File: src/vssmc_pkg.sv
/*
  vssmc_pkg: shared types and constants for the set-up byte loader that
  programs the decoder's system, video, sync and serial-port configuration.
  Assumes a 40 MHz system clock and a byte-wide write path into the decoder.
*/
package vssmc_pkg;

  // clock and write-cycle timing
  localparam int VSSMC_CLK_MHZ = 40;
  localparam int VSSMC_WR_PULSE_NS = 50;
  localparam int VSSMC_WR_RECOVER_NS = 50;
  localparam int VSSMC_WR_PULSE_CYC =
    ((VSSMC_WR_PULSE_NS * VSSMC_CLK_MHZ + 999) / 1000 < 1) ? 1 :
    (VSSMC_WR_PULSE_NS * VSSMC_CLK_MHZ + 999) / 1000;
  localparam int VSSMC_WR_RECOVER_CYC =
    ((VSSMC_WR_RECOVER_NS * VSSMC_CLK_MHZ + 999) / 1000 < 1) ? 1 :
    (VSSMC_WR_RECOVER_NS * VSSMC_CLK_MHZ + 999) / 1000;
  // wait-ready cycles before the synchronised ready is trusted again
  localparam int VSSMC_READY_SETTLE_CYC = 2;

  // set-up byte numbers inside the decoder's parameter space
  localparam logic [7:0] VSSMC_NUM_SYSTEM = 8'h01;
  localparam logic [7:0] VSSMC_NUM_VIDEO = 8'h02;
  localparam logic [7:0] VSSMC_NUM_SYNC = 8'h03;
  localparam logic [7:0] VSSMC_NUM_PORT1 = 8'h04;
  localparam logic [7:0] VSSMC_NUM_PORT2 = 8'h05;
  localparam int VSSMC_NUM_BYTES = 5;

  // colour depth codes
  localparam logic [1:0] VSSMC_DEPTH_24 = 2'h0;
  localparam logic [1:0] VSSMC_DEPTH_565 = 2'h1;
  localparam logic [1:0] VSSMC_DEPTH_555 = 2'h2;
  localparam logic [1:0] VSSMC_DEPTH_RSVD = 2'h3;

  // serial port stream codes
  localparam logic [2:0] VSSMC_STREAM_AUDIO1 = 3'h0;
  localparam logic [2:0] VSSMC_STREAM_AUDIO2 = 3'h1;
  localparam logic [2:0] VSSMC_STREAM_PRIV1 = 3'h2;
  localparam logic [2:0] VSSMC_STREAM_PRIV2 = 3'h4;
  localparam logic [2:0] VSSMC_STREAM_NONE = 3'h7;

  // system configuration byte, msb first
  typedef struct packed {
    logic bitstream_type;
    logic frame_rate_ctrl;
    logic interface_mode_flag;
    logic still_image_flag;
    logic [2:0] rsvd;
    logic hold_last_picture;
  } vssmc_sys_t;

  // video output configuration byte
  typedef struct packed {
    logic output_size_select;
    logic chroma_replicate_select;
    logic color_space_select;
    logic [1:0] color_depth_field;
    logic chroma_subsample_select;
    logic chroma_bias_enable;
    logic composite_blank_select;
  } vssmc_vid_t;

  // sync signal configuration byte
  typedef struct packed {
    logic sync_direction;
    logic hsync_polarity;
    logic vsync_polarity;
    logic field_index_polarity;
    logic hsync_length_select;
    logic vsync_length_select;
    logic first_field_select;
    logic pixel_clock_select;
  } vssmc_syn_t;

  // serial port configuration byte
  typedef struct packed {
    logic [1:0] rsvd;
    logic port_frame_strobe_type;
    logic port_clock_direction;
    logic [2:0] port_stream_select;
    logic port_active;
  } vssmc_port_t;

  // user request: wanted settings plus stream kind
  typedef struct packed {
    logic video_only;
    vssmc_sys_t sys;
    vssmc_vid_t vid;
    vssmc_syn_t syn;
    vssmc_port_t sp1;
    vssmc_port_t sp2;
  } vssmc_req_t;

  // one bit per setting that had to be corrected
  typedef struct packed {
    logic reserved_bits;
    logic hold_picture;
    logic output_size;
    logic color_space;
    logic color_depth;
    logic subsample;
    logic chroma_bias;
    logic composite_blank;
    logic sync_setup;
    logic field_polarity;
    logic first_field;
    logic pixel_clock;
    logic port_setup;
    logic reserved_stream;
    logic duplicate_stream;
    logic video_only_port;
  } vssmc_fault_t;

  // corrected bytes and the faults found
  typedef struct packed {
    vssmc_fault_t fault;
    vssmc_sys_t sys;
    vssmc_vid_t vid;
    vssmc_syn_t syn;
    vssmc_port_t sp1;
    vssmc_port_t sp2;
  } vssmc_image_t;

endpackage : vssmc_pkg

File: src/vssmc_loader.sv
/*
  vssmc_loader: host-side controller that takes wanted configuration
  settings, forces them into a legal combination, and writes the five
  configuration bytes into the decoder one by one.
  Assumes the decoder takes a byte on the rising edge of an active-low
  write strobe and raises a ready pin, asynchronous to clk_i, when it
  can accept the next set-up byte.
*/
`timescale 1ns/100ps

// Overview of operation
// - bit 4 still images; bits 3-1 zero
// - bit 0 holds last picture; 0 when enabled
// - size bit 1 enabled, 0 still mode
// - colour space RGB forbidden in enabled mode
// - depth 24/565/555, 11 reserved, 00 for YUV
// - 4:1:1 only interlaced YUV
// - chroma bias off for RGB output
// - blanking only with output sync, not enabled
// - enabled mode needs sync direction output
// - field polarity 0 when enabled or blanking
// - enabled mode needs long horizontal sync
// - enabled mode needs long vertical sync
// - first field select 0 for progressive
// - pixel clock 0 interlaced, 1 enabled
// - strobe, clock direction 0 when inactive
// - no shared stream code; inactive uses 111
// - video-only or unused ports inactive
module vssmc_loader
  import vssmc_pkg::*;
#(
  parameter int WR_PULSE_CYC = VSSMC_WR_PULSE_CYC,
  parameter int WR_RECOVER_CYC = VSSMC_WR_RECOVER_CYC
) (
  // clock and reset
  input wire logic clk_i,
  input wire logic reset_i,
  // user side
  input wire logic start_i,
  input wire vssmc_req_t req_i,
  output logic busy_o,
  output logic done_o,
  output vssmc_fault_t fault_o,
  // decoder set-up write pins
  output logic [7:0] dev_addr_o,
  output logic [7:0] dev_data_o,
  output logic dev_wr_n_o,
  input wire logic dev_ready_i
);

  typedef enum {ST_IDLE, ST_WAIT_READY, ST_STROBE, ST_RECOVER} vssmc_state_t;

  // last byte position and load values of the shared timer
  localparam logic [2:0] LAST_IDX = 3'(VSSMC_NUM_BYTES - 1);
  localparam logic [3:0] PULSE_LOAD = 4'(WR_PULSE_CYC - 1);
  localparam logic [3:0] RECOVER_LOAD = 4'(WR_RECOVER_CYC - 1);
  localparam logic [3:0] SETTLE_LOAD = 4'(VSSMC_READY_SETTLE_CYC - 1);

  // stream codes outside the defined set
  function automatic logic vssmc_stream_rsvd(input logic [2:0] code);
    vssmc_stream_rsvd = !(code == VSSMC_STREAM_AUDIO1 || code == VSSMC_STREAM_AUDIO2 ||
                          code == VSSMC_STREAM_PRIV1 || code == VSSMC_STREAM_PRIV2 ||
                          code == VSSMC_STREAM_NONE);
  endfunction : vssmc_stream_rsvd

  // legal form of one serial port byte
  function automatic vssmc_port_t vssmc_fix_port(input vssmc_port_t p, input logic off);
    vssmc_port_t q;
    q = p;
    q.rsvd = '0;
    if (off || vssmc_stream_rsvd(p.port_stream_select)) begin
      q.port_active = 1'b0;
    end
    if (!q.port_active) begin
      q.port_frame_strobe_type = 1'b0;
      q.port_clock_direction = 1'b0;
      q.port_stream_select = VSSMC_STREAM_NONE;
    end
    vssmc_fix_port = q;
  endfunction : vssmc_fix_port

  // force the wanted settings into a legal combination
  function automatic vssmc_image_t vssmc_sanitize(input vssmc_req_t r);
    vssmc_image_t m;
    logic en;
    m = '0;
    m.sys = r.sys;
    m.vid = r.vid;
    m.syn = r.syn;
    en = r.sys.interface_mode_flag;
    // system byte
    if (m.sys.rsvd != '0) begin
      m.fault.reserved_bits = 1'b1;
      m.sys.rsvd = '0;
    end
    if (en && m.sys.hold_last_picture) begin
      m.fault.hold_picture = 1'b1;
      m.sys.hold_last_picture = 1'b0;
    end
    // video byte; enabled mode wins over still mode
    if (en && !m.vid.output_size_select) begin
      m.fault.output_size = 1'b1;
      m.vid.output_size_select = 1'b1;
    end else if (!en && m.sys.still_image_flag && m.vid.output_size_select) begin
      m.fault.output_size = 1'b1;
      m.vid.output_size_select = 1'b0;
    end
    if (en && m.vid.color_space_select) begin
      m.fault.color_space = 1'b1;
      m.vid.color_space_select = 1'b0;
    end
    if (m.vid.color_depth_field == VSSMC_DEPTH_RSVD ||
        (!m.vid.color_space_select && m.vid.color_depth_field != VSSMC_DEPTH_24)) begin
      m.fault.color_depth = 1'b1;
      m.vid.color_depth_field = VSSMC_DEPTH_24;
    end
    if (m.vid.chroma_subsample_select &&
        (m.vid.output_size_select || m.vid.color_space_select)) begin
      m.fault.subsample = 1'b1;
      m.vid.chroma_subsample_select = 1'b0;
    end
    if (m.vid.chroma_bias_enable && m.vid.color_space_select) begin
      m.fault.chroma_bias = 1'b1;
      m.vid.chroma_bias_enable = 1'b0;
    end
    // sync byte; hsync and vsync polarity bits pass untouched
    if (en && !(m.syn.sync_direction && m.syn.hsync_length_select &&
                m.syn.vsync_length_select)) begin
      m.fault.sync_setup = 1'b1;
      m.syn.sync_direction = 1'b1;
      m.syn.hsync_length_select = 1'b1;
      m.syn.vsync_length_select = 1'b1;
    end
    if (m.vid.composite_blank_select && (!m.syn.sync_direction || en)) begin
      m.fault.composite_blank = 1'b1;
      m.vid.composite_blank_select = 1'b0;
    end
    if (m.syn.field_index_polarity && (en || m.vid.composite_blank_select)) begin
      m.fault.field_polarity = 1'b1;
      m.syn.field_index_polarity = 1'b0;
    end
    if (m.syn.first_field_select && m.vid.output_size_select) begin
      m.fault.first_field = 1'b1;
      m.syn.first_field_select = 1'b0;
    end
    if (!m.vid.output_size_select && m.syn.pixel_clock_select) begin
      m.fault.pixel_clock = 1'b1;
      m.syn.pixel_clock_select = 1'b0;
    end else if (en && !m.syn.pixel_clock_select) begin
      m.fault.pixel_clock = 1'b1;
      m.syn.pixel_clock_select = 1'b1;
    end
    // serial ports
    m.sp1 = vssmc_fix_port(r.sp1, r.video_only);
    m.sp2 = vssmc_fix_port(r.sp2, r.video_only);
    m.fault.video_only_port = r.video_only && (r.sp1.port_active || r.sp2.port_active);
    m.fault.reserved_stream = (r.sp1.port_active && vssmc_stream_rsvd(r.sp1.port_stream_select))
                           || (r.sp2.port_active && vssmc_stream_rsvd(r.sp2.port_stream_select));
    if (m.sp1.port_active && m.sp2.port_active &&
        m.sp1.port_stream_select == m.sp2.port_stream_select) begin
      m.fault.duplicate_stream = 1'b1;
      m.sp2 = vssmc_fix_port(m.sp2, 1'b1);
    end
    m.fault.port_setup = (m.sp1 != r.sp1) || (m.sp2 != r.sp2);
    vssmc_sanitize = m;
  endfunction : vssmc_sanitize

  // byte number for each position in the write order
  function automatic logic [7:0] vssmc_byte_num(input logic [2:0] idx);
    case (idx)
      3'h0: vssmc_byte_num = VSSMC_NUM_SYSTEM;
      3'h1: vssmc_byte_num = VSSMC_NUM_VIDEO;
      3'h2: vssmc_byte_num = VSSMC_NUM_SYNC;
      3'h3: vssmc_byte_num = VSSMC_NUM_PORT1;
      default: vssmc_byte_num = VSSMC_NUM_PORT2;
    endcase
  endfunction : vssmc_byte_num

  vssmc_state_t state_ff;
  vssmc_state_t nxt_state;
  vssmc_image_t image;
  logic [7:0] bytes_ff [VSSMC_NUM_BYTES];
  logic [2:0] idx_ff;
  logic [3:0] timer_ff;
  logic ready_s1_ff;
  logic ready_s2_ff;
  logic ready_s3_ff;
  logic ready_ff;
  logic done_ff;
  logic start_ok;
  logic timer_done;
  logic ready_ok;
  vssmc_fault_t fault_ff;
  logic [7:0] addr_ff;
  logic [7:0] data_ff;
  logic wr_n_ff;

  // corrected image, start accept, timer end, trusted ready
  assign image = vssmc_sanitize(req_i);
  assign start_ok = (state_ff == ST_IDLE) && start_i;
  assign timer_done = (timer_ff == '0);
  assign ready_ok = ready_ff && timer_done;

  // ready pin: three stages, change taken when the last two agree
  // the filtered level lags the pin by about four edges, so a drop caused
  // by a strobe shows here by the last cycle of the settle wait in wait-ready
  always_ff @(posedge clk_i or posedge reset_i) begin
    if (reset_i) begin
      ready_s1_ff <= 1'b0;
      ready_s2_ff <= 1'b0;
      ready_s3_ff <= 1'b0;
      ready_ff <= 1'b0;
    end else begin
      ready_s1_ff <= dev_ready_i;
      ready_s2_ff <= ready_s1_ff;
      ready_s3_ff <= ready_s2_ff;
      if (ready_s2_ff == ready_s3_ff) begin
        ready_ff <= ready_s3_ff;
      end
    end
  end

  // next state
  always_comb begin
    nxt_state = state_ff;
    case (state_ff)
      ST_IDLE: begin
        if (start_i) begin
          nxt_state = ST_WAIT_READY;
        end
      end
      ST_WAIT_READY: begin
        // a ready level from before the last strobe is still in flight
        if (ready_ok) begin
          nxt_state = ST_STROBE;
        end
      end
      ST_STROBE: begin
        if (timer_done) begin
          nxt_state = ST_RECOVER;
        end
      end
      ST_RECOVER: begin
        if (timer_done) begin
          nxt_state = (idx_ff == LAST_IDX) ? ST_IDLE : ST_WAIT_READY;
        end
      end
      default: nxt_state = ST_IDLE;
    endcase
  end

  // state register
  always_ff @(posedge clk_i or posedge reset_i) begin
    if (reset_i) begin
      state_ff <= ST_IDLE;
    end else begin
      state_ff <= nxt_state;
    end
  end

  // corrected bytes and faults captured at start
  always_ff @(posedge clk_i or posedge reset_i) begin
    if (reset_i) begin
      fault_ff <= '0;
      for (int i = 0; i < VSSMC_NUM_BYTES; i++) begin
        bytes_ff[i] <= 8'h00;
      end
    end else if (start_ok) begin
      fault_ff <= image.fault;
      bytes_ff[0] <= image.sys;
      bytes_ff[1] <= image.vid;
      bytes_ff[2] <= image.syn;
      bytes_ff[3] <= image.sp1;
      bytes_ff[4] <= image.sp2;
    end
  end

  // byte position in the write order
  always_ff @(posedge clk_i or posedge reset_i) begin
    if (reset_i) begin
      idx_ff <= '0;
    end else if (start_ok) begin
      idx_ff <= '0;
    end else if (state_ff == ST_RECOVER && timer_done && idx_ff != LAST_IDX) begin
      idx_ff <= idx_ff + 3'h1;
    end
  end

  // strobe, recovery and ready-settle timer
  always_ff @(posedge clk_i or posedge reset_i) begin
    if (reset_i) begin
      timer_ff <= '0;
    end else if (state_ff == ST_WAIT_READY && ready_ok) begin
      timer_ff <= PULSE_LOAD;
    end else if (state_ff == ST_STROBE && timer_done) begin
      timer_ff <= RECOVER_LOAD;
    end else if (state_ff == ST_RECOVER && timer_done) begin
      timer_ff <= SETTLE_LOAD;
    end else if (!timer_done) begin
      timer_ff <= timer_ff - 4'h1;
    end
  end

  // decoder write pins
  always_ff @(posedge clk_i or posedge reset_i) begin
    if (reset_i) begin
      addr_ff <= 8'h00;
      data_ff <= 8'h00;
      wr_n_ff <= 1'b1;
    end else if (state_ff == ST_WAIT_READY && ready_ok) begin
      addr_ff <= vssmc_byte_num(idx_ff);
      data_ff <= bytes_ff[idx_ff];
      wr_n_ff <= 1'b0;
    end else if (state_ff == ST_STROBE && timer_done) begin
      wr_n_ff <= 1'b1;
    end
  end

  // completion pulse after the last byte
  always_ff @(posedge clk_i or posedge reset_i) begin
    if (reset_i) begin
      done_ff <= 1'b0;
    end else begin
      done_ff <= (state_ff == ST_RECOVER) && timer_done && (idx_ff == LAST_IDX);
    end
  end

  // outputs
  assign busy_o = (state_ff != ST_IDLE);
  assign done_o = done_ff;
  assign fault_o = fault_ff;
  assign dev_addr_o = addr_ff;
  assign dev_data_o = data_ff;
  assign dev_wr_n_o = wr_n_ff;

endmodule : vssmc_loader

File: config.mk
export PLATFORM = sky130hd
export DESIGN_NAME = vssmc_loader
export DESIGN_NICKNAME = d
export VERILOG_FILES = /design/src/vssmc_pkg.sv /design/src/vssmc_loader.sv
export SDC_FILE = /design/constraint.sdc
export NUM_CORES = 1
export LEC_CHECK = 0
export ABC_AREA = 0
export ABC_CLOCK_PERIOD_IN_PS = 2800
export BUFFER_PORTS_ARGS = -buffer_cell sky130_fd_sc_hd__buf_4
export CAP_MARGIN = 25
export CORE_MARGIN = 5
export CORE_UTILIZATION = 50
export CTS_BUF_LIST = sky130_fd_sc_hd__clkbuf_16
export CTS_CLUSTER_SIZE = 14
export DETAILED_ROUTE_END_ITERATION = 10
export PLACE_DENSITY = 0.79
export SETUP_SLACK_MARGIN = 0.3
export SKIP_CTS_REPAIR_TIMING = 1
export SYNTH_ARGS = -nofsm -noshare
export SYNTH_HDL_FRONTEND = slang
export SYNTH_SLANG_ARGS = --single-unit
File: constraint.sdc
create_clock -name clk_i -period 2.8 [get_ports clk_i]
set_input_delay 0.14 -clock clk_i [delete_from_list [all_inputs] [get_ports clk_i]]
set_output_delay 0.14 -clock clk_i [all_outputs]
set_load 0.02 [all_outputs]
After elaboration in Yosys (flattened, before gate mapping):

Index checks and enable logic that the tools add are counted.

* reductions and logical operators: 66
* multiplexer cells: 55
* equality and inequality tests: 29
* bitwise logic cells: 1
* add/sub/neg operators: 2
* $lt $le $gt $ge: 1

Operators with widths (count)
* 32-bit 2-to-1 mux: 4
* 32-bit one-hot mux with 4 select lines: 1
* 32-bit by 2-bit equality test with 1-bit output, second input constant: 3
* 32-bit by 3-bit equality test with 1-bit output, second input constant: 2
* 32-bit logical NOT: 2
* 1-bit 2-to-1 mux: 33
* 32-bit by 1-bit equality test with 1-bit output, second input constant: 1
* 32-bit nonzero test: 1
* 1-bit logical AND: 28
* 8-bit binary-select mux with 3-bit select: 1
* 1-bit logical OR: 17
* 4-bit 2-to-1 mux: 4
* 8-bit 2-to-1 mux: 2
* 3-bit equality test, second input constant: 5
* 5-bit 2-to-1 mux: 3
* 3-bit by 2-bit equality test with 1-bit output, second input constant: 4
* 3-bit one-hot mux with 4 select lines: 1
* 3-bit by 1-bit equality test with 1-bit output, second input constant: 3
* 1-bit logical NOT: 9
* 3-bit logical NOT: 3
* 3-bit 2-to-1 mux: 3
* 2-bit inequality test, second input constant: 4
* 6-bit by 8-bit inequality test with 1-bit output: 1
* 8-bit inequality test: 1
* 15 further kinds: 18

* output and inout port bits: 35
* logic and storage cells: 186
* input bits: 45
* bits in registers: 115

Depth between registers and ports, before layout:

Gate-level depths: netlist of the first run.

* word-level depth: 16
* mapped depth: 8
* depth with buffers taken out: 7

Least setup slack after synthesis of the first run:

OpenSTA, ideal clock, no wires.

* path kind: flip-flop to flip-flop
* from: reg timer_ff[0]
* to: reg data_ff[6], in the netlist dev_data_o[6]
* required time: 2679 ps
* slack: 1163 ps
* period minus slack after synthesis: 1637 ps
* arrival time: 1516 ps
* setup time: 121 ps
* cell stages (with the launch flop): 7
* buffers on the path: 1
* cells stage by stage: dfrtp_1 -> inv_1 -> ha_1 -> nor3b_4 -> nand3_1 -> clkbuf_1 -> a22o_1

* word-level cells in the longest chain between the ends: 3

RTL lines
* start, declared: line vssmc_loader.sv:184 `logic [3:0] timer_ff;`
* start signal, assigned: line vssmc_loader.sv:300 `timer_ff <= timer_ff - 4'h1;`
* 4-bit logical NOT: line vssmc_loader.sv:201 `assign timer_done = (timer_ff == '0);`
* 1-bit logical AND: line vssmc_loader.sv:202 `assign ready_ok = ready_ff && timer_done;`
* 1-bit logical AND: line vssmc_loader.sv:310 `end else if (state_ff == ST_WAIT_READY && ready_ok) begin`
* end signal, assigned: line vssmc_loader.sv:312 `data_ff <= bytes_ff[idx_ff];`
* end, declared: line vssmc_loader.sv:195 `logic [7:0] data_ff;`

Every way passes these cells.
A chain may end at the register's enable or synchronous reset.

Worst setup path after layout of the first run:

Ends and elaborated chain as after synthesis.

==> reports/qor.txt, run 1 <==
Ratio of final minimum period to clock period -> 76.74%
Power per Cell Area -> 1011 nW/um2
Crit start category -> flip-flop
Flip-flop and latch count after synthesis -> 78
Final setup violation count -> 0
Number of port buffers -> 74
Register share of total power -> 39.2%
Reported leakage power -> 0.002289 uW
Transition time at the pin with the least slew margin -> 0.7951 ns
Number of instances in the placed design -> 543
Number of cells produced by synthesis -> 383
Reg2Reg Launch Point -> timer_ff[0]
HPWL reported at the end of detailed placement -> 6233 um
Die area -> 9449 um2
TritonCTS clock tree -> done
Most common flop cell mapped by yosys -> sky130_fd_sc_hd__dfrtp_1
Length of the first detailed-routing pass in iterations -> 4
Global-route wire length before repair -> 14400 um
Worst Reg-to-Reg Cells -> 6
Per-cell via count in the routed design -> 5.332
DRC marker count from the first detailed-route iteration -> 209
Reg2Reg Setup Slack -> 0.65 ns
Routed via count -> 2991
Post-Place Worst Slack -> 0.6664 ns
Crit path required time -> 3.06 ns
Most frequent standard cell in the layout excluding fill and tap cells -> sky130_fd_sc_hd__buf_4
Part of the total power dissipated in the clock network -> 23.3%
# Max-Cap Violations -> 0
Syn-to-layout area delta -> 24.74%
Internal cell power -> 3040 uW
Starting density of the core -> 51.87%
Worst setup path end -> dev_data_o[6]
Combinational cell fraction of total power -> 37.5%
Filler cell count in the final layout -> 589
Setup skew after layout -> 0.005199 ns
Mapped cell area -> 3802 um2
Result of the run -> finished, violations left
TritonCTS Sinks -> 78
Endpoint of the worst-slack reg-to-reg timing path -> dev_data_o[6]
Power dissipated by switching net loads -> 1757 uW
Fin. max-slew vios -> 0
Count of flip-flops with a built-in enable after synthesis -> 0
Remaining antenna violation count -> 0
Core footprint -> 7331 um2
Peak supply drop -> 0.0005421 V
Mean area per synthesized cell -> 9.928 um2
Row cnt -> 31
Initial antenna violation count -> 0
Sw frac -> 36.63%
Final non-filler cell total -> 561
Setup tns final -> 0 ns
Post-synthesis sequential area ratio -> 51.37%
Violated checks -> negative hold slack
Library cells used by synthesis -> 56
Maximum number of pins on one net before global-route repair -> 44
Worst endpoint data arrival time -> 2.41 ns
Number of endpoints with negative hold slack in the final report -> 34
Net count, final -> 512
Final hold slack -> -0.02962 ns
Wire length after detailed routing -> 8499 um
RSZ-0062 raised after global routing -> false
GRT Util Overall -> 18.48%
Area taken by multi-input logic gates -> 1684 um2
Flip-flop and latch area -> 1953 um2
Total inserted antenna cells -> 0
Longest Clk Path Bufs -> 2
Insertion delay of the later-clocked pin in the worst-skew pair -> 0.33 ns
Crit end category -> flip-flop
Async SR Flop Fraction -> 100.0%
Top-level I/O count -> 80
H-tree depth -> 3
Worst-path maximum fanout -> 21
Fin worst setup slack -> 0.6512 ns
Remaining global-route overflow -> 0
Worst Setup Path Type -> flip-flop to flip-flop
Highest-count cells in the layout ignoring fill and taps -> sky130_fd_sc_hd__buf_4, sky130_fd_sc_hd__nand2_1, sky130_fd_sc_hd__dfrtp_1, sky130_fd_sc_hd__o21ai_0, sky130_fd_sc_hd__nor2_1
Via count of the first global-routing pass -> 3049
Type of the tightest min-delay check -> input pin to async pin
Die boundary width -> 97.21 um
Clock transition time at the flip-flop clock pins of the worst setup and hold paths -> 0.06 ns
Number of CTS-inserted buffers -> 9
CTS root buffer -> sky130_fd_sc_hd__clkbuf_16
Clock period minus worst slack -> 2.149 ns
Yosys Warn Count -> 0
Worst Setup SP -> timer_ff[0]
Chip height -> 97.21 um
DRC violations left -> 0
Average detailed-routed wire length per instance -> 15.15 um
Fraction of layout instances using a drive strength above 1 -> 25.11%
Achievable frequency -> 465.4 MHz
Worst slew margin -> 46.91%
Global placement routability congestion -> 0.7789
## worst max-delay path, cell delays in order, from the launching register on
cell and delay (ns):
sky130_fd_sc_hd__dfrtp_1 0.35, sky130_fd_sc_hd__inv_1 0.11, sky130_fd_sc_hd__ha_1 0.23, sky130_fd_sc_hd__nor3b_4 0.40
sky130_fd_sc_hd__nand3_1 0.52, sky130_fd_sc_hd__nor2_1 0.31, sky130_fd_sc_hd__a22o_1 0.17
## sequential cells by signal, indices dropped and copies added (netlist names), 2 cells and up
signal,flops
timer_ff,4
dev_addr_o,3
fault_o,16
state_ff,2
dev_data_o,8
bytes_ff,36
idx_ff,3
## synthesized netlist by cell type, types with 3 or more instances
cell type / count / area [um2]
sky130_fd_sc_hd__a22oi_1: 7 / 52.55
sky130_fd_sc_hd__nand3_1: 14 / 70.07
sky130_fd_sc_hd__buf_2: 5 / 25.02
sky130_fd_sc_hd__buf_4: 6 / 45.04
sky130_fd_sc_hd__nand2_1: 77 / 289.0
sky130_fd_sc_hd__xnor2_1: 3 / 26.28
sky130_fd_sc_hd__a22o_1: 6 / 52.55
sky130_fd_sc_hd__and2_1: 6 / 37.54
sky130_fd_sc_hd__mux4_2: 6 / 135.1
sky130_fd_sc_hd__ha_1: 10 / 125.1
sky130_fd_sc_hd__a21oi_1: 14 / 70.07
sky130_fd_sc_hd__a31oi_1: 5 / 31.28
sky130_fd_sc_hd__a21o_1: 5 / 37.54
sky130_fd_sc_hd__clkbuf_1: 10 / 37.54
sky130_fd_sc_hd__dfrtp_1: 77 / 1927
sky130_fd_sc_hd__nor3_1: 5 / 25.02
sky130_fd_sc_hd__o21ai_0: 34 / 170.2
sky130_fd_sc_hd__inv_1: 16 / 60.06
sky130_fd_sc_hd__nor2_1: 29 / 108.9
sky130_fd_sc_hd__mux2i_1: 4 / 40.04
sky130_fd_sc_hd__o31ai_1: 3 / 22.52
## logic make-up (layout without fill, tap and decap cells)
logic type | after synthesis | in the layout | share of synthesized area, %
fa+ha+maj | 11 | 11 | 3.554
xor+xnor | 4 | 4 | 1.119
flops | 78 | 78 | 51.37
simple gates | 149 | 149 | 18.36
mux | 12 | 12 | 5.298
compound gates | 88 | 88 | 15.47
buf+inv | 40 | 115 | 4.738
other cells | 1 | 5 | 0.09862
## metrics by stage
step | power [uW] | instance area [um2] | util (%)
after global placement | 3623 | 4438 | 60.54
after floorplan | 3044 | 3817 | -
final | 4797 | 4743 | 64.70
after detailed placement | 3700 | 4438 | 60.54
after CTS | 4832 | 4723 | 64.43
after global routing | 5131 | 4743 | 64.70
## power groups by stage
| stage | logic [uW] | clock network [uW] | registers, uW |
|---|---|---|---|
| finish | 1800 | 1120 | 1880 |
| global route | 2000 | 1190 | 1940 |
| CTS | 1820 | 1130 | 1890 |
| detailed placement | 1800 | 0 | 1900 |
| global placement | 1740 | 0 | 1880 |
| floorplan | 1050 | 0 | 2000 |
## how the worst min path moves through the flow
stage,cells after the start,slack [ns],endpoint,start
6_report,2,-0.03,fault_o[10],reset_i
5_1_grt,3,0.02,bytes_ff[22],req_i[22]
4_1_cts,1,-0.08,ready_s1_ff,dev_ready_i
3_5_place_dp,1,0.26,ready_s1_ff,dev_ready_i
3_3_place_gp,1,0.25,ready_s1_ff,dev_ready_i
2_1_floorplan,0,0.17,ready_s1_ff,dev_ready_i
## area by class of cell
type	instances	share of cell area (%)
multi-input combinational	269	35.51
sequential	78	41.18
clock buffer	9	4.748
tap	99	2.611
clock inverter	7	1.266
inverter	17	1.345
timing repair buffer	82	13.35
## routing by layer
layer	wire [um]	part of all wire (%)	GRT usage [%]
met1	3667	43	24.10
met2	4222	50	30.20
met3	472	5.6	4.594
met4	137	1.6	6.156
met5	0	0	0
(Power assumes the default switching activity.)
==> run 2, diff against run 1 <==
--- a/config.mk
+++ b/config.mk
@@ -5,16 +5,16 @@
 export SDC_FILE = /design/constraint.sdc
 export NUM_CORES = 1
 export LEC_CHECK = 0
-export ABC_AREA = 0
-export ABC_CLOCK_PERIOD_IN_PS = 2800
+export ABC_AREA = 1
+export ABC_CLOCK_PERIOD_IN_PS = 1800
 export BUFFER_PORTS_ARGS = -buffer_cell sky130_fd_sc_hd__buf_4
 export CAP_MARGIN = 25
 export CORE_MARGIN = 5
-export CORE_UTILIZATION = 50
+export CORE_UTILIZATION = 49
 export CTS_BUF_LIST = sky130_fd_sc_hd__clkbuf_16
 export CTS_CLUSTER_SIZE = 14
 export DETAILED_ROUTE_END_ITERATION = 10
-export PLACE_DENSITY = 0.79
+export PLACE_DENSITY = 0.81
 export SETUP_SLACK_MARGIN = 0.3
 export SKIP_CTS_REPAIR_TIMING = 1
 export SYNTH_ARGS = -nofsm -noshare
==> constraint.sdc (replaced) <==
create_clock -name clk_i -period 1.8 [get_ports clk_i]
set_input_delay 0.09 -clock clk_i [delete_from_list [all_inputs] [get_ports clk_i]]
set_output_delay 0.09 -clock clk_i [all_outputs]
set_load 0.02 [all_outputs]
==> run 2 against run 1 <==
The flow still finishes with violations (negative hold slack). Die area is 2.4% higher. Largest cell class unchanged. Synthesized cell count up 19%. Clock-buffer cell count unchanged. Critical path depth increased by 3. Via count is 17% higher. Wire length grew 13%. Sequential share of layout area shrank 2.7 points.
==> reports/qor.txt, run 2 <==
Result of the run -> finished, violations left
Violated checks -> negative hold slack
Post-layout utilization of the core -> 66.33%
Remaining global-route overflow -> 0
Number of cells produced by synthesis -> 457
Worst-path maximum fanout -> 6
Length of the first detailed-routing pass in iterations -> 7
Fraction of layout instances using a drive strength above 1 -> 27.31%
Ratio of final minimum period to clock period -> 87.25%
Count of flip-flops with a built-in enable after synthesis -> 0
Flip-flop and latch count after synthesis -> 78
DRC marker count from the first detailed-route iteration -> 182
Top-level I/O count -> 80
Wire length after detailed routing -> 9583 um
Setup skew after layout -> 0.006389 ns
Most common flop cell mapped by yosys -> sky130_fd_sc_hd__dfrtp_1
Number of CTS-inserted buffers -> 9
Remaining antenna violation count -> 0
Post-Place Worst Slack -> 0.1695 ns
Clock period minus worst slack -> 1.571 ns
Crit path required time -> 2.03 ns
GRT Util Overall -> 19.43%
Fin worst setup slack -> 0.2295 ns
Crit start category -> flip-flop
Final setup violation count -> 0
Core footprint -> 7647 um2
Final hold slack -> -0.007015 ns
Die area -> 9676 um2
Most common cell in the synthesized netlist -> sky130_fd_sc_hd__nand2_1
TritonCTS Sinks -> 78
Cell area after layout -> 5072 um2
CTS root buffer -> sky130_fd_sc_hd__clkbuf_16
# Max-Cap Violations -> 0
Per-cell via count in the routed design -> 5.322
Type of the tightest min-delay check -> input pin to flip-flop
Longest Clk Path Bufs -> 2
Async SR Flop Fraction -> 100.0%
HPWL reported at the end of detailed placement -> 6622 um
Post-synthesis sequential area ratio -> 51.05%
Maximum number of pins on one net before global-route repair -> 79
Clock transition time at the flip-flop clock pins of the worst setup and hold paths -> 0.06 ns
Chip height -> 98.37 um
Number of port buffers -> 74
Dpl cell area -> 4519 um2
Net count, final -> 603
Die boundary width -> 98.37 um
Crit end category -> flip-flop
Via count of the first global-routing pass -> 3365
RSZ-0062 raised after global routing -> true
Global-route wire length before repair -> 15340 um
Initial antenna violation count -> 0
Power per Cell Area -> 1570 nW/um2
Number of endpoints with negative hold slack in the final report -> 3
Flip-flop count of the largest register after layout -> 36
H-tree depth -> 3
Library cells used by synthesis -> 42
Total inserted antenna cells -> 0
Peak supply drop -> 0.0008492 V
Reported leakage power -> 0.002508 uW
Mapped cell area -> 3826 um2
Starting density of the core -> 50.03%
Global placement routability congestion -> 0.8642
DRC violations left -> 0
Yosys Warn Count -> 0
Area fraction of the dominant cell type after synthesis -> 50.36%
Setup tns final -> 0 ns
Fin. max-slew vios -> 0
Row cnt -> 32
Filler cell count in the final layout -> 598
Largest reg by FF count -> bytes_ff
Syn-to-layout area delta -> 32.57%
TritonCTS clock tree -> done
Most frequent standard cell in the layout excluding fill and tap cells -> sky130_fd_sc_hd__nand2_1
Average detailed-routed wire length per instance -> 14.63 um
Insertion delay of the later-clocked pin in the worst-skew pair -> 0.34 ns
Highest-count cells in the layout ignoring fill and taps -> sky130_fd_sc_hd__nand2_1, sky130_fd_sc_hd__buf_4, sky130_fd_sc_hd__dfrtp_1, sky130_fd_sc_hd__o21ai_0, sky130_fd_sc_hd__nor2_1
Routed via count -> 3486
Achievable frequency -> 636.7 MHz
Area leader, netlist -> sky130_fd_sc_hd__dfrtp_1
Cell types with the largest area share after synthesis -> sky130_fd_sc_hd__dfrtp_1, sky130_fd_sc_hd__nand2_1, sky130_fd_sc_hd__o21ai_0
Worst endpoint data arrival time -> 1.80 ns
Mean area per synthesized cell -> 8.372 um2
Worst Setup Path Type -> flip-flop to flip-flop
Most instantiated cells after synthesis -> sky130_fd_sc_hd__nand2_1, sky130_fd_sc_hd__dfrtp_1, sky130_fd_sc_hd__o21ai_0
run 2: cell types whose count changed in the layout (fill, tap and decap cells not counted), sizes merged, moves of 5 or more:
cell | before | now
nand3 | 14 | 22
nor2 | 29 | 48
o21ai | 34 | 64
dlygate4sd3 | 2 | 8
a22oi | 7 | 2
inv | 18 | 43
a21o | 5 | 0
buf | 80 | 89
mux4 | 6 | 0
and2 | 7 | 0
nand2 | 77 | 115
a22o | 6 | 0
run 2: kinds of logic (layout without fill, tap and decap cells):
kind of cell	count (synthesis)	after routing	share of synthesized area, %
and+or+nand+nor	199	199	22.92
AOI/OAI and AO/OA	102	102	15.01
DFF	78	78	51.05
buffers and inverters	65	157	7.162
adders and majority gates	11	11	3.532
other	1	5	0.09801
xor gates and xnor gates	1	1	0.2289
run 2: where the power goes:
part	leakage, uW	internal [uW]	switching [uW]
logic	0.00138	1260	1840
clock network	0.000152	1220	722
registers	0.000974	2470	457
run 2: final cells by class:
class | count | area (um2) | share of cell area, %
Clock buffer | 9 | 225.2 | 4.440
Clock inverter | 7 | 97.59 | 1.924
Inverter | 44 | 178.9 | 3.527
Multi-Input combinational cell | 318 | 1705 | 33.62
Sequential cell | 78 | 1953 | 38.51
Tap cell | 102 | 127.6 | 2.516
Timing Repair Buffer | 97 | 784.5 | 15.47
run 2: final timing paths:
path / from / to / slack [ns] / cells past startpoint
worst max-delay path: timer_ff[0] / timer_ff[2] / 0.23 / 9
worst min-delay path: req_i[17] / fault_o[5] / -0.007 / 3
worst max register to register: timer_ff[0] / timer_ff[2] / 0.23 / 9
worst min register to register: ready_s1_ff / ready_s2_ff / 0.35 / 0
max in group asynchronous: reset_i / dev_wr_n_o / 1.02 / 4
min in group asynchronous: reset_i / fault_o[2] / 0.42 / 4
run 2: routing by layer:
metal  vias to the layer above  share of wire, %  GRT usage [%]
met3                        12               6.0          4.214
li1                       1675                 -              -
met4                         0               1.6          8.718
met2                       132                51          31.51
met5                         -                 0              0
met1                      1667                42          25.00
run 2: stage by stage:
step / hold slack [ns] / total power [uW] / instances
floorplan: 0.1214 / 4631 / 461
finish: -0.007015 / 7963 / 655
CTS: -0.1467 / 7707 / 643
global placement: 0.1999 / 5576 / 627
global route: 0.004523 / 8473 / 655
detailed placement: 0.2015 / 5714 / 627
run 2: worst max-delay path, cell delays in order (launching register included):
cell,delay (ns)
sky130_fd_sc_hd__dfrtp_1,0.40
sky130_fd_sc_hd__inv_2,0.08
sky130_fd_sc_hd__ha_4,0.15
sky130_fd_sc_hd__nand2_4,0.06
sky130_fd_sc_hd__nor2_4,0.23
sky130_fd_sc_hd__nand3_4,0.17
sky130_fd_sc_hd__nand4_1,0.18
sky130_fd_sc_hd__nand2_1,0.09
sky130_fd_sc_hd__nand2_1,0.06
sky130_fd_sc_hd__o21ai_1,0.05
==> run 3, diff against run 2 <==
--- a/config.mk
+++ b/config.mk
@@ -14,7 +14,7 @@
 export CTS_BUF_LIST = sky130_fd_sc_hd__clkbuf_16
 export CTS_CLUSTER_SIZE = 14
 export DETAILED_ROUTE_END_ITERATION = 10
-export PLACE_DENSITY = 0.81
+export PLACE_DENSITY = 0.76
 export SETUP_SLACK_MARGIN = 0.3
 export SKIP_CTS_REPAIR_TIMING = 1
 export SYNTH_ARGS = -nofsm -noshare
==> run 3 against run 2 <==
The run still ends with negative hold slack left. Sequential power hardly changed. Clock skew fell by 0.0038 ns. Global-route usage fell by 0.62 points. Cell area rose by 0.59%. Critical path type unchanged. Largest cell class unchanged.
==> reports/qor.txt, run 3 (synthesis gave the netlist of run 2 again) <==
Remaining antenna violation count -> 0
Global-route wire length before repair -> 14850 um
Reg2Reg Launch Point -> timer_ff[0]
Net count, final -> 603
Flip-flop count of the largest register after layout -> 36
Top cell by count, worst path -> sky130_fd_sc_hd__nand2_1
Worst slew margin -> 58.72%
Fraction of layout instances using a drive strength above 1 -> 28.57%
Final setup violation count -> 0
Number of endpoints with negative hold slack in the final report -> 3
Per-cell via count in the routed design -> 5.186
Syn-to-layout area delta -> 33.36%
Power per Cell Area -> 1553 nW/um2
Worst setup path end -> timer_ff[2]
Number of CTS-inserted buffers -> 9
Ordered list of cells on the worst path -> inv_2, ha_4, nand2_4, nor2_4, nand3_4, nand4_1, nand2_1, nand2_1, o21ai_1
Largest reg by FF count -> bytes_ff
Top-level I/O count -> 80
Peak supply drop -> 0.0008433 V
Highest-count cells in the layout ignoring fill and taps -> sky130_fd_sc_hd__nand2_1, sky130_fd_sc_hd__buf_4, sky130_fd_sc_hd__dfrtp_1, sky130_fd_sc_hd__o21ai_0, sky130_fd_sc_hd__nor2_1
TritonCTS clock tree -> done
Crit end category -> flip-flop
Reg2Reg Setup Slack -> 0.23 ns
Initial antenna violation count -> 0
CTS root buffer -> sky130_fd_sc_hd__clkbuf_16
Number of port buffers -> 74
Clock transition time at the flip-flop clock pins of the worst setup and hold paths -> 0.06 ns
Crit start category -> flip-flop
Fin. max-slew vios -> 0
Insertion delay of the later-clocked pin in the worst-skew pair -> 0.33 ns
Delay of the slowest critical-path stage -> 0.39 ns
Longest Clk Path Bufs -> 2
Ratio of final minimum period to clock period -> 87.16%
Setup tns final -> 0 ns
Final hold slack -> -0.005186 ns
DRC marker count from the first detailed-route iteration -> 180
Wire length after detailed routing -> 9443 um
Core footprint -> 7647 um2
# Max-Cap Violations -> 0
Number of instances in the placed design -> 624
Violated checks -> negative hold slack
Average detailed-routed wire length per instance -> 14.42 um
Design Power -> 7926 uW
Die area -> 9676 um2
Die boundary width -> 98.37 um
DRC violations left -> 0
Final non-filler cell total -> 655
Worst endpoint data arrival time -> 1.79 ns
Highest-delay cell along the critical path -> sky130_fd_sc_hd__dfrtp_1
Length of the first detailed-routing pass in iterations -> 5
Maximum number of pins on one net before global-route repair -> 42
Worst Reg-to-Reg Cells -> 9
GRT Util Overall -> 18.81%
Result of the run -> finished, violations left
Worst Setup SP -> timer_ff[0]
Setup skew after layout -> 0.002601 ns
Chip height -> 98.37 um
Achievable frequency -> 637.4 MHz
Clock period minus worst slack -> 1.569 ns
Type of the tightest min-delay check -> input pin to flip-flop
Row cnt -> 32
TritonCTS Sinks -> 78
Filler cell count in the final layout -> 610
Endpoint of the worst-slack reg-to-reg timing path -> timer_ff[2]
RSZ-0062 raised after global routing -> true
HPWL reported at the end of detailed placement -> 6502 um
Global placement routability congestion -> 0.8657
Worst Setup Path Type -> flip-flop to flip-flop
Most frequent standard cell in the layout excluding fill and tap cells -> sky130_fd_sc_hd__nand2_1
H-tree depth -> 3
Total inserted antenna cells -> 0
Routed via count -> 3397
Fin worst setup slack -> 0.2312 ns
Post-Place Worst Slack -> 0.2231 ns
Worst-path maximum fanout -> 6
Reported leakage power -> 0.002508 uW
Post-layout utilization of the core -> 66.72%
Transition time at the pin with the least slew margin -> 0.6179 ns
Starting density of the core -> 50.03%
Via count of the first global-routing pass -> 3151
Crit path required time -> 2.02 ns
Remaining global-route overflow -> 0
run 3: where the power goes:
group	leakage, uW	switching [uW]	internal, uW
Sequential	0.000972	457	2470
Clock	0.000149	709	1200
Combinational	0.00139	1810	1280
Total	0.00251	2970	4950
run 3: metal layers:
layer,vias up,share of wire [%],GRT usage [%]
li1,1679,-,-
met1,1608,43,26.37
met2,96,49,29.17
met3,14,6.1,4.929
met4,0,1.3,4.937
met5,-,0,0
run 3: worst min path at each step:
stage,start,to,slack (ns),cells past startpoint
floorplan,dev_ready_i,ready_s1_ff,0.12,0
global placement,reset_i,dev_data_o[3],0.19,2
detailed placement,reset_i,fault_o[2],0.20,2
CTS,reset_i,bytes_ff[4],-0.15,2
global route,req_i[13],bytes_ff[13],0.003,3
finish,req_i[20],bytes_ff[20],-0.005,3
run 3: layout make-up:
type / count / area [um2] / area share, %
clock buffer: 9 / 225.2 / 4.414
sequential: 78 / 1954 / 38.30
multi-input combinational: 318 / 1719 / 33.69
clock inverter: 7 / 88.84 / 1.741
inverter: 44 / 180.2 / 3.531
timing repair buffer: 97 / 807.0 / 15.82
tap: 102 / 127.6 / 2.501
run 3: critical path: cells and delay by family (launching register included):
kind                     cells  cell delay, ns
AND/OR/NAND/NOR              6            0.77
flip-flops                   1            0.39
adder cells (fa/ha/maj)      1            0.15
buffers and inverters        1            0.09
AO/OA/AOI/OAI                1            0.06
run 3: per-stage QoR:
step                      hold slack (ns)  area (um2)
after global routing             0.003094        5102
final                           -0.005186        5102
after CTS                         -0.1523        4836
after global placement             0.1942        4522
after floorplan                    0.1214        3845
after detailed placement           0.1998        4522
